$ cat src/sfcm_cfg.svh
// Purpose: Offsets, field positions, reset values and timing counts of the serial flow control block
// Assumes: 125 MHz core clock, 32-bit register port with byte offsets
// Notes:   Definitions only; included by bare name
`ifndef SFCM_CFG_SVH
`define SFCM_CFG_SVH

// Register offsets (byte addresses)
`define SFCM_OFF_CONFIG       4'h0
`define SFCM_OFF_STATUS       4'h4
`define SFCM_OFF_SWCMD        4'h8
`define SFCM_OFF_MARKS        4'hc

// Flow code byte values
`define SFCM_CODE_OUTPUT      8'h23
`define SFCM_CODE_INPUT       8'h22

// Output flow config word fields
`define SFCM_CODE_LSB         0
`define SFCM_MODE_LSB         8
`define SFCM_INH_TOD_BIT      11
`define SFCM_INH_RXLEN_BIT    12
`define SFCM_UNIT_BIT         15
`define SFCM_EXT_LSB          24

// Input flow config word fields
`define SFCM_LOW_LSB          12
`define SFCM_HIGH_LSB         22

// Status word fields
`define SFCM_ST_CTS_BIT       0
`define SFCM_ST_CD_BIT        1

// Software command bits
`define SFCM_CMD_SET_BIT      0
`define SFCM_CMD_CLR_BIT      1

// Reset values and highest legal mode
`define SFCM_RST_MODE         3'h0
`define SFCM_RST_EXT          8'h01
`define SFCM_RST_MARK         10'h100
`define SFCM_MAX_MODE         3'h5

// Timing: one normalized character is ten bits at 1200 bps
`define SFCM_CLK_MHZ          125
`define SFCM_NORM_CHAR_US     8334
`define SFCM_NORM_CHAR_CYC    (`SFCM_NORM_CHAR_US * `SFCM_CLK_MHZ)

`endif

$ cat src/sfcm_pkg.sv
// Purpose: Types shared by the serial flow control block
// Assumes: Constants come from sfcm_cfg.svh
// Notes:   Types only
package sfcm_pkg;

  // Flow configuration held by the block
  typedef struct packed {
    logic [7:0] ext_cnt;     // Turn-off extension in characters
    logic       ext_unit;    // 1 selects normalized 1200 bps characters
    logic       inh_rxlen;   // Blocks receive buffer length changes
    logic       inh_tod;     // Blocks transmit on demand
    logic [2:0] mode;        // Flow mode number
  } sfcm_cfg_type;

  // Receive watermarks for dynamic mode
  typedef struct packed {
    logic [9:0] high;
    logic [9:0] low;
  } sfcm_marks_type;

  // Automatic request-to-send sequencer
  typedef enum logic [1:0] {
    SFCM_IDLE,
    SFCM_SEND,
    SFCM_EXTEND
  } sfcm_state_type;

endpackage

$ cat src/sfcm_flow.sv
// Purpose: Modem-control flow logic for an asynchronous serial port
// Assumes: Transmitter and receive buffer run on i_clk; line pins are asynchronous
// Notes:   Six flow modes steer request-to-send and gate transmit and receive
`include "sfcm_cfg.svh"

//////////////////////////////////////////////////////////////////////////////////////////////////
// Overview of operation
// - Mode 0 forces clear-to-send, carrier-detect internally
// - Mode 0 raises send request per transmit
// - Reset mode 0; software request command selects 1
// - Mode 1: free transfer, software request, readable pins
// - Mode 2: send on clear-to-send, software request
// - Mode 3: always transfer, automatic request per transmit
// - Modes 3,4: software request, deferred clear
// - Mode 4 receives only with carrier-detect
// - Mode 4 waits clear-to-send before sending
// - Mode 5: watermark request, send on clear-to-send
// - Code 0x23 loads mode from bits 10-8
// - Bits 31-24 set turn-off extension, default 1
// - Bit 15 selects normalized 1200 bps unit
// - Bits 12, 11 inhibit length and on-demand
// - Code 0x22 loads high/low watermarks
// - Status shows mode, carrier, clear-to-send
module sfcm_flow
  import sfcm_pkg::*;
#(
  parameter int unsigned NORM_CHAR_CYC = `SFCM_NORM_CHAR_CYC  // Cycles per normalized character
) (
  input  wire logic        i_clk,              // Core clock, 125 MHz
  input  wire logic        i_rst_n,            // Synchronous reset, active low
  input  wire logic [3:0]  i_addr,             // Register byte address
  input  wire logic [31:0] i_wdata,            // Register write data
  input  wire logic        i_we,               // Write strobe
  input  wire logic        i_re,               // Read strobe
  output logic      [31:0] o_rdata,            // Read data, cycle after strobe
  input  wire logic        i_clear_to_send,    // Line pin, asynchronous
  input  wire logic        i_carrier_detect,   // Line pin, asynchronous
  output logic             o_rts,              // Request-to-send pin
  input  wire logic        i_tx_pending,       // Transmit buffer holds data
  input  wire logic        i_tx_stop_done,     // Final stop bit left shifter, pulse
  input  wire logic        i_char_tick,        // One character time at line rate, pulse
  input  wire logic [9:0]  i_rx_fill,          // Receive buffer fill level
  output logic             o_tx_enable,        // Transmitter may send
  output logic             o_rx_enable,        // Receiver may accept data
  output logic             o_inhibit_rxlen,    // Receive buffer length frozen
  output logic             o_inhibit_tod       // Transmit on demand blocked
);

  //////////////////////////////////////////////////////////////////////////////////////////////
  // Declarations

  logic [1:0]     cts_sync_ff;      // Clear-to-send synchroniser
  logic [1:0]     cd_sync_ff;       // Carrier-detect synchroniser
  logic           cts_s;            // Synchronised clear-to-send
  logic           cd_s;             // Synchronised carrier-detect
  sfcm_cfg_type   cfg_ff;           // Flow configuration
  sfcm_marks_type marks_ff;         // Dynamic mode watermarks
  logic           sw_rts_ff;        // Software request-to-send
  logic           clr_pend_ff;      // Software clear waiting for empty buffer
  logic           wm_rts_ff;        // Watermark request-to-send
  sfcm_state_type state_ff;         // Automatic request sequencer
  sfcm_state_type nxt_state;
  logic [7:0]     ext_left_ff;      // Extension characters left
  logic [31:0]    norm_cnt_ff;      // Normalized character timer
  logic           norm_tick;        // Normalized character expired
  logic           ext_tick;         // Character tick in chosen unit
  logic           auto_rts;         // Sequencer wants request-to-send
  logic           wr_cfg;           // Config word write
  logic           wr_cmd;           // Software command write
  logic           cmd_set;          // Software set request
  logic           cmd_clr;          // Software clear request
  logic [2:0]     new_mode;         // Mode field of write data
  logic           nxt_rts;
  logic           nxt_tx_en;
  logic           nxt_rx_en;
  logic [31:0]    nxt_rdata;

  //////////////////////////////////////////////////////////////////////////////////////////////
  // Pin synchronisers: only the second stage is read by logic

  always_ff @(posedge i_clk) begin
    if (!i_rst_n) begin
      cts_sync_ff <= 2'h0;
      cd_sync_ff  <= 2'h0;
    end else begin
      cts_sync_ff <= {cts_sync_ff[0], i_clear_to_send};
      cd_sync_ff  <= {cd_sync_ff[0], i_carrier_detect};
    end
  end

  assign cts_s = cts_sync_ff[1];
  assign cd_s  = cd_sync_ff[1];

  //////////////////////////////////////////////////////////////////////////////////////////////
  // Register port decode

  assign wr_cfg   = i_we && (i_addr == `SFCM_OFF_CONFIG);
  assign wr_cmd   = i_we && (i_addr == `SFCM_OFF_SWCMD);
  assign cmd_set  = wr_cmd && i_wdata[`SFCM_CMD_SET_BIT];
  assign cmd_clr  = wr_cmd && i_wdata[`SFCM_CMD_CLR_BIT];
  assign new_mode = i_wdata[`SFCM_MODE_LSB +: 3];

  //////////////////////////////////////////////////////////////////////////////////////////////
  // Flow configuration; reserved fields are not checked, software keeps them zero

  always_ff @(posedge i_clk) begin
    if (!i_rst_n) begin
      cfg_ff.mode      <= `SFCM_RST_MODE;
      cfg_ff.ext_cnt   <= `SFCM_RST_EXT;
      cfg_ff.ext_unit  <= 1'b0;
      cfg_ff.inh_rxlen <= 1'b0;
      cfg_ff.inh_tod   <= 1'b0;
    end else if (wr_cfg && i_wdata[`SFCM_CODE_LSB +: 8] == `SFCM_CODE_OUTPUT) begin
      // Out-of-range mode numbers leave the mode alone but load other fields
      if (new_mode <= `SFCM_MAX_MODE) begin
        cfg_ff.mode <= new_mode;
      end
      cfg_ff.ext_cnt   <= i_wdata[`SFCM_EXT_LSB +: 8];
      cfg_ff.ext_unit  <= i_wdata[`SFCM_UNIT_BIT];
      cfg_ff.inh_rxlen <= i_wdata[`SFCM_INH_RXLEN_BIT];
      cfg_ff.inh_tod   <= i_wdata[`SFCM_INH_TOD_BIT];
    end else if (wr_cmd && (cmd_set || cmd_clr) && cfg_ff.mode == 3'h0) begin
      // First software request command leaves mode 0 for manual mode
      cfg_ff.mode <= 3'h1;
    end
  end

  //////////////////////////////////////////////////////////////////////////////////////////////
  // Watermarks; zero is outside the legal range and leaves the mark as it was

  always_ff @(posedge i_clk) begin
    if (!i_rst_n) begin
      marks_ff.high <= `SFCM_RST_MARK;
      marks_ff.low  <= `SFCM_RST_MARK;
    end else if (wr_cfg && i_wdata[`SFCM_CODE_LSB +: 8] == `SFCM_CODE_INPUT) begin
      if (i_wdata[`SFCM_HIGH_LSB +: 10] != 10'h000) begin
        marks_ff.high <= i_wdata[`SFCM_HIGH_LSB +: 10];
      end
      if (i_wdata[`SFCM_LOW_LSB +: 10] != 10'h000) begin
        marks_ff.low <= i_wdata[`SFCM_LOW_LSB +: 10];
      end
    end
  end

  //////////////////////////////////////////////////////////////////////////////////////////////
  // Software request-to-send with deferred clear in modes 3 and 4 while the buffer still holds data

  always_ff @(posedge i_clk) begin
    if (!i_rst_n) begin
      sw_rts_ff   <= 1'b0;
      clr_pend_ff <= 1'b0;
    end else if (cmd_set) begin
      // A set wins over a clear in the same write
      sw_rts_ff   <= 1'b1;
      clr_pend_ff <= 1'b0;
    end else if (cmd_clr) begin
      if ((cfg_ff.mode == 3'h3 || cfg_ff.mode == 3'h4) && i_tx_pending) begin
        clr_pend_ff <= 1'b1;
      end else begin
        sw_rts_ff   <= 1'b0;
        clr_pend_ff <= 1'b0;
      end
    end else if (clr_pend_ff && !i_tx_pending) begin
      sw_rts_ff   <= 1'b0;
      clr_pend_ff <= 1'b0;
    end
  end

  //////////////////////////////////////////////////////////////////////////////////////////////
  // Watermark hysteresis for dynamic mode; fill between marks holds the last level

  always_ff @(posedge i_clk) begin
    if (!i_rst_n) begin
      wm_rts_ff <= 1'b1;
    end else if (i_rx_fill > marks_ff.high) begin
      wm_rts_ff <= 1'b0;
    end else if (i_rx_fill < marks_ff.low) begin
      wm_rts_ff <= 1'b1;
    end
  end

  //////////////////////////////////////////////////////////////////////////////////////////////
  // Normalized character timer: restarts when the extension starts, so the first
  // normalized character is whole rather than a fragment

  always_ff @(posedge i_clk) begin
    if (!i_rst_n) begin
      norm_cnt_ff <= 32'h0;
    end else if (state_ff != SFCM_EXTEND || norm_tick) begin
      norm_cnt_ff <= 32'h0;
    end else begin
      norm_cnt_ff <= norm_cnt_ff + 32'h1;
    end
  end

  assign norm_tick = (norm_cnt_ff == NORM_CHAR_CYC - 32'h1);
  assign ext_tick  = cfg_ff.ext_unit ? norm_tick : i_char_tick;

  //////////////////////////////////////////////////////////////////////////////////////////////
  // Automatic request sequencer: idle, sending, then turn-off extension

  always_comb begin
    nxt_state = state_ff;
    case (state_ff)
      SFCM_IDLE: begin
        if (i_tx_pending) begin
          nxt_state = SFCM_SEND;
        end
      end
      SFCM_SEND: begin
        // Extension starts only once the last stop bit has gone
        if (i_tx_stop_done && !i_tx_pending) begin
          nxt_state = (cfg_ff.ext_cnt == 8'h00) ? SFCM_IDLE : SFCM_EXTEND;
        end
      end
      SFCM_EXTEND: begin
        if (i_tx_pending) begin
          nxt_state = SFCM_SEND;
        end else if (ext_tick && ext_left_ff == 8'h01) begin
          nxt_state = SFCM_IDLE;
        end
      end
      default: begin
        nxt_state = SFCM_IDLE;
      end
    endcase
  end

  always_ff @(posedge i_clk) begin
    if (!i_rst_n) begin
      state_ff <= SFCM_IDLE;
    end else begin
      state_ff <= nxt_state;
    end
  end

  // Extension countdown in characters of the chosen unit
  always_ff @(posedge i_clk) begin
    if (!i_rst_n) begin
      ext_left_ff <= 8'h00;
    end else if (state_ff != SFCM_EXTEND) begin
      ext_left_ff <= cfg_ff.ext_cnt;
    end else if (ext_tick && ext_left_ff != 8'h00) begin
      ext_left_ff <= ext_left_ff - 8'h01;
    end
  end

  assign auto_rts = (state_ff != SFCM_IDLE);

  //////////////////////////////////////////////////////////////////////////////////////////////
  // Mode table: request-to-send source and transfer gating

  always_comb begin
    nxt_rts   = 1'b0;
    nxt_tx_en = 1'b1;
    nxt_rx_en = 1'b1;
    case (cfg_ff.mode)
      3'h0: begin
        // Pins ignored, both directions open
        nxt_rts = auto_rts;
      end
      3'h1: begin
        nxt_rts = sw_rts_ff;
      end
      3'h2: begin
        nxt_rts   = sw_rts_ff;
        nxt_tx_en = cts_s;
      end
      3'h3: begin
        nxt_rts = auto_rts || sw_rts_ff;
      end
      3'h4: begin
        // Far end answers the request with clear-to-send
        nxt_rts   = auto_rts || sw_rts_ff;
        nxt_tx_en = o_rts && cts_s;
        nxt_rx_en = cd_s;
      end
      3'h5: begin
        nxt_rts   = wm_rts_ff;
        nxt_tx_en = cts_s;
      end
      default: begin
        nxt_rts   = 1'b0;
        nxt_tx_en = 1'b0;
      end
    endcase
  end

  // Registered pin and gate outputs
  always_ff @(posedge i_clk) begin
    if (!i_rst_n) begin
      o_rts       <= 1'b0;
      o_tx_enable <= 1'b0;
      o_rx_enable <= 1'b0;
    end else begin
      o_rts       <= nxt_rts;
      o_tx_enable <= nxt_tx_en;
      o_rx_enable <= nxt_rx_en;
    end
  end

  // Inhibit flags straight from configuration
  always_ff @(posedge i_clk) begin
    if (!i_rst_n) begin
      o_inhibit_rxlen <= 1'b0;
      o_inhibit_tod   <= 1'b0;
    end else begin
      o_inhibit_rxlen <= cfg_ff.inh_rxlen;
      o_inhibit_tod   <= cfg_ff.inh_tod;
    end
  end

  //////////////////////////////////////////////////////////////////////////////////////////////
  // Read path: data valid only in the cycle after the strobe, zero otherwise

  always_comb begin
    nxt_rdata = 32'h0;
    if (i_re) begin
      case (i_addr)
        `SFCM_OFF_CONFIG: begin
          nxt_rdata[`SFCM_EXT_LSB +: 8]    = cfg_ff.ext_cnt;
          nxt_rdata[`SFCM_UNIT_BIT]        = cfg_ff.ext_unit;
          nxt_rdata[`SFCM_INH_RXLEN_BIT]   = cfg_ff.inh_rxlen;
          nxt_rdata[`SFCM_INH_TOD_BIT]     = cfg_ff.inh_tod;
          nxt_rdata[`SFCM_MODE_LSB +: 3]   = cfg_ff.mode;
          nxt_rdata[`SFCM_CODE_LSB +: 8]   = `SFCM_CODE_OUTPUT;
        end
        `SFCM_OFF_STATUS: begin
          // External pin levels, whatever the mode does with them
          nxt_rdata[`SFCM_MODE_LSB +: 3]   = cfg_ff.mode;
          nxt_rdata[`SFCM_ST_CD_BIT]       = cd_s;
          nxt_rdata[`SFCM_ST_CTS_BIT]      = cts_s;
        end
        `SFCM_OFF_SWCMD: begin
          nxt_rdata[`SFCM_CMD_SET_BIT]     = sw_rts_ff;
          nxt_rdata[`SFCM_CMD_CLR_BIT]     = clr_pend_ff;
        end
        `SFCM_OFF_MARKS: begin
          nxt_rdata[`SFCM_HIGH_LSB +: 10]  = marks_ff.high;
          nxt_rdata[`SFCM_LOW_LSB +: 10]   = marks_ff.low;
          nxt_rdata[`SFCM_CODE_LSB +: 8]   = `SFCM_CODE_INPUT;
        end
        default: begin
          nxt_rdata = 32'h0;
        end
      endcase
    end
  end

  always_ff @(posedge i_clk) begin
    if (!i_rst_n) begin
      o_rdata <= 32'h0;
    end else begin
      o_rdata <= nxt_rdata;
    end
  end

endmodule

$ cat config.mk
export PLATFORM = sky130hd
export DESIGN_NAME = sfcm_flow
export DESIGN_NICKNAME = d
export VERILOG_FILES = /design/src/sfcm_pkg.sv /design/src/sfcm_flow.sv
export VERILOG_INCLUDE_DIRS = /design/src /design/src/src
export SDC_FILE = /design/constraint.sdc
export NUM_CORES = 1
export LEC_CHECK = 0
export ABC_CLOCK_PERIOD_IN_PS = 3800
export BUFFER_PORTS_ARGS = -buffer_cell sky130_fd_sc_hd__buf_2
export CAP_MARGIN = 10
export CELL_PAD_IN_SITES_DETAIL_PLACEMENT = 1
export CELL_PAD_IN_SITES_GLOBAL_PLACEMENT = 2
export CORE_ASPECT_RATIO = 1.75
export CORE_MARGIN = 2
export CORE_UTILIZATION = 37
export DETAILED_ROUTE_END_ITERATION = 7
export HOLD_SLACK_MARGIN = 0.08
export PLACE_DENSITY_LB_ADDON = 0.1
export SYNTH_ARGS = -nofsm -noshare
export SYNTH_HDL_FRONTEND = slang
export SYNTH_SLANG_ARGS = --single-unit
export TNS_END_PERCENT = 100
$ cat constraint.sdc
create_clock -name i_clk -period 3.8 [get_ports i_clk]
set_input_delay 0.19 -clock i_clk [delete_from_list [all_inputs] [get_ports i_clk]]
set_output_delay 0.19 -clock i_clk [all_outputs]
set_load 0.01 [all_outputs]
==> results of run 1 <==
## metal layers
metal	track usage (%)	share of wire, %
met3	4.54	3.2
met2	41.6	57
met5	0	0
met1	21.6	37
met4	9.48	2.7
## synth_stat cells (3+ instances only)
library cell / instances
a21boi_0: 13
a21oi_1: 24
a22o_1: 8
a31oi_1: 5
and2_1: 13
and3_1: 9
and4_1: 3
buf_4: 11
clkbuf_1: 16
dfxtp_1: 115
ha_1: 23
inv_1: 31
mux2i_1: 20
nand2_1: 52
nand2b_1: 7
nand3_1: 20
nand4_1: 12
nor2_1: 51
nor2b_1: 19
nor3_1: 17
nor3b_1: 5
nor4_1: 8
nor4b_1: 6
o211a_1: 3
o211ai_1: 4
o21a_1: 6
o21ai_0: 13
o22ai_1: 3
or3_1: 6
or4_1: 5
xnor2_1: 7
xor2_1: 18
## layout make-up
class | instances | area, um^2 | area share [%]
repair buffers | 116 | 721 | 10.6
well taps | 180 | 225 | 3.30
multi-input cells | 430 | 2880 | 42.2
clock buffers | 19 | 443 | 6.49
inverters | 31 | 116 | 1.71
flip-flops and latches | 115 | 2300 | 33.8
clock inverters | 13 | 136 | 2.00
## sequential cells by signal, indices dropped and copies added (netlist names), 2 cells and up
signal / count
cd_sync_ff: 2
cts_sync_ff: 2
o_rdata: 27
marks_ff: 20
norm_cnt_ff: 32
state_ff: 2
ext_left_ff: 8
cfg_ff: 14
## repair_timing
item	CTS	global route
hold buffers	26	0
endpoints found under the hold margin	31	0
buffers inserted	0	0
gates resized for setup	0	0
## worst max path at each step
stage,from,end,slack (ns),cells past startpoint
2_1_floorplan,ext_left_ff[1],ext_left_ff[1],1.96,7
3_3_place_gp,i_wdata[3],marks_ff[5],1.59,6
3_5_place_dp,i_wdata[3],marks_ff[5],1.51,6
4_1_cts,norm_cnt_ff[2],norm_cnt_ff[22],1.54,5
5_1_grt,norm_cnt_ff[2],norm_cnt_ff[19],1.42,5
6_report,norm_cnt_ff[2],norm_cnt_ff[22],1.55,5
## power by group through the flow
stage	Combinational (W)	Sequential, W	Clock, W
5_1_grt	0.000172	0.00122	0.00166
2_1_floorplan	0.0000748	0.00125	0
3_5_place_dp	0.000135	0.00125	0
4_1_cts	0.000156	0.00122	0.00160
6_report	0.000155	0.00122	0.00157
3_3_place_gp	0.000132	0.00125	0
## worst max-delay path: cells and delay by family, from the launching register on
kind / cells / cell delay [ns]
and+or+nand+nor: 5 / 1.59
DFF: 1 / 0.50
## cells by family (layout without fill, tap and decap cells)
kind of cell / after synthesis / count (layout) / synth area share [%]
AND/OR/NAND/NOR: 253 / 253 / 26.1
flip-flops: 115 / 115 / 42.4
AO/OA/AOI/OAI: 103 / 103 / 13.3
buffers and inverters: 60 / 179 / 4.95
XOR/XNOR: 25 / 25 / 4.03
adder cells (fa/ha/maj): 23 / 23 / 5.30
multiplexers: 21 / 21 / 3.89
other: 1 / 5 / 0.0690
## through the flow
step	instance area, um^2	worst slack [ns]	utilization, %
floorplan	5450	1.96	-
global placement	5980	1.59	41.6
detailed placement	5980	1.51	41.6
CTS	6820	1.54	47.5
global route	6820	1.42	47.5
finish	6820	1.55	47.5
==> impl_metrics.yaml, run 1 <==
status:
  outcome: "completed"
power_and_ir_drop:
  swShare_pct: 23.0
  vdd_drop_max_mv: 0.239
  combinationalPowerShare_pct: 5.3
  p_per_area_mw_per_mm2: 432
  p_int_w: 0.00227
  seq_power_share_pct: 41.5
  power.share.clock_pct: 53.2
  p_switching_w: 0.000676
  power_w: 0.00294
  p_leak_nw: 2.64
finish:
  final_cell_count_no_fill: 904
  num_antenna_cells: 0
  area_delta_synth_final_pct: 25.5
  fillers: 1718
  final_cell_mix: "dfxtp_1, buf_2, nand2_1"
  final_common_cell: "dfxtp_1"
  fin_nets: 789
  drive_above_1_share_pct: 19.5
floorplan:
  rows: 58
  die_y_um: 164
  pin_count: 92
  fp.dieW_um: 95.6
  initial_utilization_pct: 37.8
  fp.coreArea_mm2: 0.0144
  dieArea_mm2: 0.0157
placed_design:
  placed_cells: 846
  hpwl_um: 12100
  portBuffers: 86
  place.gp.congestion: 0.837
critical_path:
  critPathLaunchType: "register"
  worst-path-max-fanout: 32
  r2r-start: "norm_cnt_ff[2]"
  critical_path_class: "register to register"
  cp_slowest_stage_delay_ns: 0.50
  slowest_stage: "dfxtp_1"
  critPathCaptureType: "register"
  reg2reg_depth: 5
  r2r_end: "norm_cnt_ff[22]"
  cp_cell_sequence: "nor4b_1, nand4_1, or3_1, nand3_2, nor2_1"
  crit_arrival_ns: 2.51
  crit_required_ns: 4.06
  r2r_slack_ns: 1.55
logic_synthesis:
  ys_ff_latch: 115
  syn_inst: 601
  synth_area_per_cell_um2: 9.04
  synth_area_mm2: 0.00543
  synth.top_cell.area_share_pct: 42.4
  synth.area.top_cells: "dfxtp_1, ha_1, mux2i_1, nand2_1, nor2_1"
  ys.flop_type: "dfxtp_1"
  yosysSeqAreaShare_pct: 42.4
  async_flop_share_pct: 0
  yosys_warnings: 0
  synth_cell_types: 69
  synth_edf_count: 0
  synth_area_leader_cell: "dfxtp_1"
timing:
  rsz0062_at_grt: "no"
  fin_setup_tns_ns: 0
  hold_ws_ns: 0.103
  post-route-min-period_ns: 2.25
  finClkSkew_ns: 0.00810
  final-setup-viol-count: 0
  fin_crit_sh_pct: 59.2
  finalHoldViolations: 0
  relSlewSlack_pct: 32.8
  final_max_slew_viol_count: 0
  max_freq_mhz: 445
  worst_slew_pin_slew_ns: 1.00
clocking:
  cts.sinks: 115
  htreeDepth: 4
  clk_latency_ns: 0.41
  cts-root-buf: "clkbuf_16"
  cts_tree: "done"
  path_clk_slew_ns: 0.06
  clockBufferDepth: 2
  numCtsBuffers: 17
routing:
  wl_um: 16100
  drc: 0
  ant_nets: 0
  vias: 4772
  drt-vias-per-instance: 5.28
  dr.pass1.iters: 7
  dr.first_iter.drc_count: 135
  wl_per_cell_um: 17.8
min_path:
  min-delay-start: "i_wdata[8]"
  hold_depth: 4
  hold_path_end: "cfg_ff[0]"
  hp-class: "input port to register"
global_routing:
  grt_pass1_vias: 5185
  grt_use_total_pct: 21.7
  grt_pass1_wl_um: 25900
  grt_overflow: 0
  grt_max_degree: 38
  grt_antenna_before_repair: 0
run:
  maxCapViolCount: 0
No activity file was read; power rests on OpenSTA's default activity.
==> inputs of run 2 (changes only) <==
- ABC_CLOCK_PERIOD_IN_PS: 3800 -> 2300
- CORE_UTILIZATION: 37 -> 34
- clock period: 3.8 -> 2.3 ns (I/O delays scaled with it)
==> run 2 against run 1 <==
Net effect:
- hold slack gained 0.0083 ns
- clock-buffer cell count is the same
- clock skew is essentially flat
- combinational power grew 75%
- wire length grew 3.1%
- register-to-register slack lost 1.4 ns
- die area grew 8.5%
- maximum frequency grew 5.0%
- clock power grew 73%
- critical path type unchanged
- largest power group unchanged
==> impl_metrics.yaml, run 2 (synthesis results as in run 1) <==
routing:
  wl_um: 16600
  vias: 4854
  drt-vias-per-instance: 5.20
  dr.pass1.iters: 4
  ant_nets: 0
  wl_per_cell_um: 17.8
  dr.first_iter.drc_count: 160
  drc: 0
timing:
  finalHoldViolations: 0
  final_max_slew_viol_count: 0
  fin_setup_tns_ns: 0
  finClkSkew_ns: 0.00779
  fin_crit_sh_pct: 93.1
  relSlewSlack_pct: 32.1
  worst_slew_pin_slew_ns: 1.01
  final-setup-viol-count: 0
  max_freq_mhz: 467
  post-route-min-period_ns: 2.14
  rsz0062_at_grt: "no"
power_and_ir_drop:
  p_leak_nw: 2.76
  power_w: 0.00500
  p_per_area_mw_per_mm2: 709
  vdd_drop_max_mv: 0.391
floorplan:
  rows: 61
  fp.coreArea_mm2: 0.0158
  fp.dieW_um: 99.6
  die_y_um: 171
  dieArea_mm2: 0.0170
  pin_count: 92
  initial_utilization_pct: 34.4
finish:
  largestRegisters: "norm_cnt_ff (32), o_rdata (27), marks_ff (20)"
  regMostFlops: "norm_cnt_ff"
  fin_nets: 810
  final_common_cell: "dfxtp_1"
  num_antenna_cells: 0
  final_cell_mix: "dfxtp_1, buf_2, nand2_1, nor2_1, dlygate4sd3_1"
  fillers: 1829
  final_cell_count_no_fill: 934
  drive_above_1_share_pct: 21.2
  largest_reg_flops: 32
  area_delta_synth_final_pct: 29.6
critical_path:
  critical_path_class: "register to register"
  critPathLaunchType: "register"
  slowest_stage: "or3b_2"
  cp_cell_sequence: "inv_1, ha_1, or3b_2, nor2_4, nor2_1, and3_1, a31o_2"
  crit_arrival_ns: 2.44
  worst-path-max-fanout: 6
  critPathCaptureType: "register"
  crit_required_ns: 2.60
  cp_slowest_stage_delay_ns: 0.55
clocking:
  cts.sinks: 115
  clk_latency_ns: 0.41
  path_clk_slew_ns: 0.06
  numCtsBuffers: 17
  cts_tree: "done"
  htreeDepth: 4
  cts-root-buf: "clkbuf_16"
  clockBufferDepth: 2
placed_design:
  placed_cells: 870
  place.gp.congestion: 0.788
  portBuffers: 86
  hpwl_um: 12600
global_routing:
  grt_overflow: 0
  grt_antenna_before_repair: 0
  grt_use_total_pct: 20.3
  grt_pass1_vias: 5279
  grt_pass1_wl_um: 27100
  grt_max_degree: 38
min_path:
  hp-class: "input port to register"
status:
  outcome: "completed"
run:
  maxCapViolCount: 0
-- run 2: changes by cell type in the layout (fill, tap and decap cells not counted), sizes merged --
cell | previous run | this run
inv | 31 | 35
clkinvlp | 4 | 3
buf | 90 | 105
dlygate4sd3 | 26 | 32
clkinv | 7 | 4
-- run 2: metrics by stage --
stage          hold WS [ns]  instance area, um^2  utilization, %  setup WS [ns]
2_1_floorplan         0.232                 5450               -          0.463
3_3_place_gp          0.328                 6120            38.7          0.168
3_5_place_dp          0.326                 6120            38.7         0.0859
4_1_cts              0.0968                 7040            44.6         0.0398
5_1_grt               0.138                 7040            44.6         0.0208
6_report              0.111                 7040            44.6          0.158
-- run 2: path summary, 6_finish.rpt --
path / start / end / slack (ns) / cells after the start
max: ext_left_ff[1] / ext_left_ff[5] / 0.16 / 7
max reg2reg: ext_left_ff[1] / ext_left_ff[5] / 0.16 / 7
min reg2reg: cd_sync_ff[0] / cd_sync_ff[1] / 0.44 / 1
min: i_wdata[9] / cfg_ff[0] / 0.11 / 4
-- run 2: critical path, delay by kind of cell (launching register included) --
| family | cells | cell delay (ns) |
|---|---|---|
| flip-flops | 1 | 0.34 |
| adder cells (fa/ha/maj) | 1 | 0.23 |
| buffers and inverters | 1 | 0.12 |
| AO/OA/AOI/OAI | 1 | 0.24 |
| AND/OR/NAND/NOR | 4 | 1.10 |
-- run 2: where the power goes --
part	switching [W]	internal (W)
combinational	0.000137	0.000134
sequential	0.0000121	0.00201
clock	0.00104	0.00167
-- run 2: layout make-up --
| cell class | count | area [um^2] | area share [%] |
|---|---|---|---|
| Clock buffer | 19 | 453 | 6.43 |
| Clock inverter | 13 | 149 | 2.11 |
| Inverter | 31 | 116 | 1.65 |
| Multi-Input combinational cell | 430 | 2880 | 40.9 |
| Sequential cell | 115 | 2300 | 32.7 |
| Tap cell | 189 | 236 | 3.36 |
| Timing Repair Buffer | 137 | 906 | 12.9 |
-- run 2: what timing repair did --
action / CTS / global route
resized for setup: 0 / 1
hold buffers: 32 / 0
buffers inserted: 0 / 0
endpoints found under the setup margin: 0 / 1
endpoints found under the hold margin: 42 / 0
-- run 2: layer usage --
metal / wire length [um] / vias up / track usage, % / part of all wire (%)
li1: - / 2381 / - / -
met1: 6260 / 2373 / 20.8 / 38
met2: 9620 / 86 / 40.5 / 58
met3: 433 / 14 / 3.74 / 2.6
met4: 299 / 0 / 6.67 / 1.8
met5: 0 / - / 0 / 0
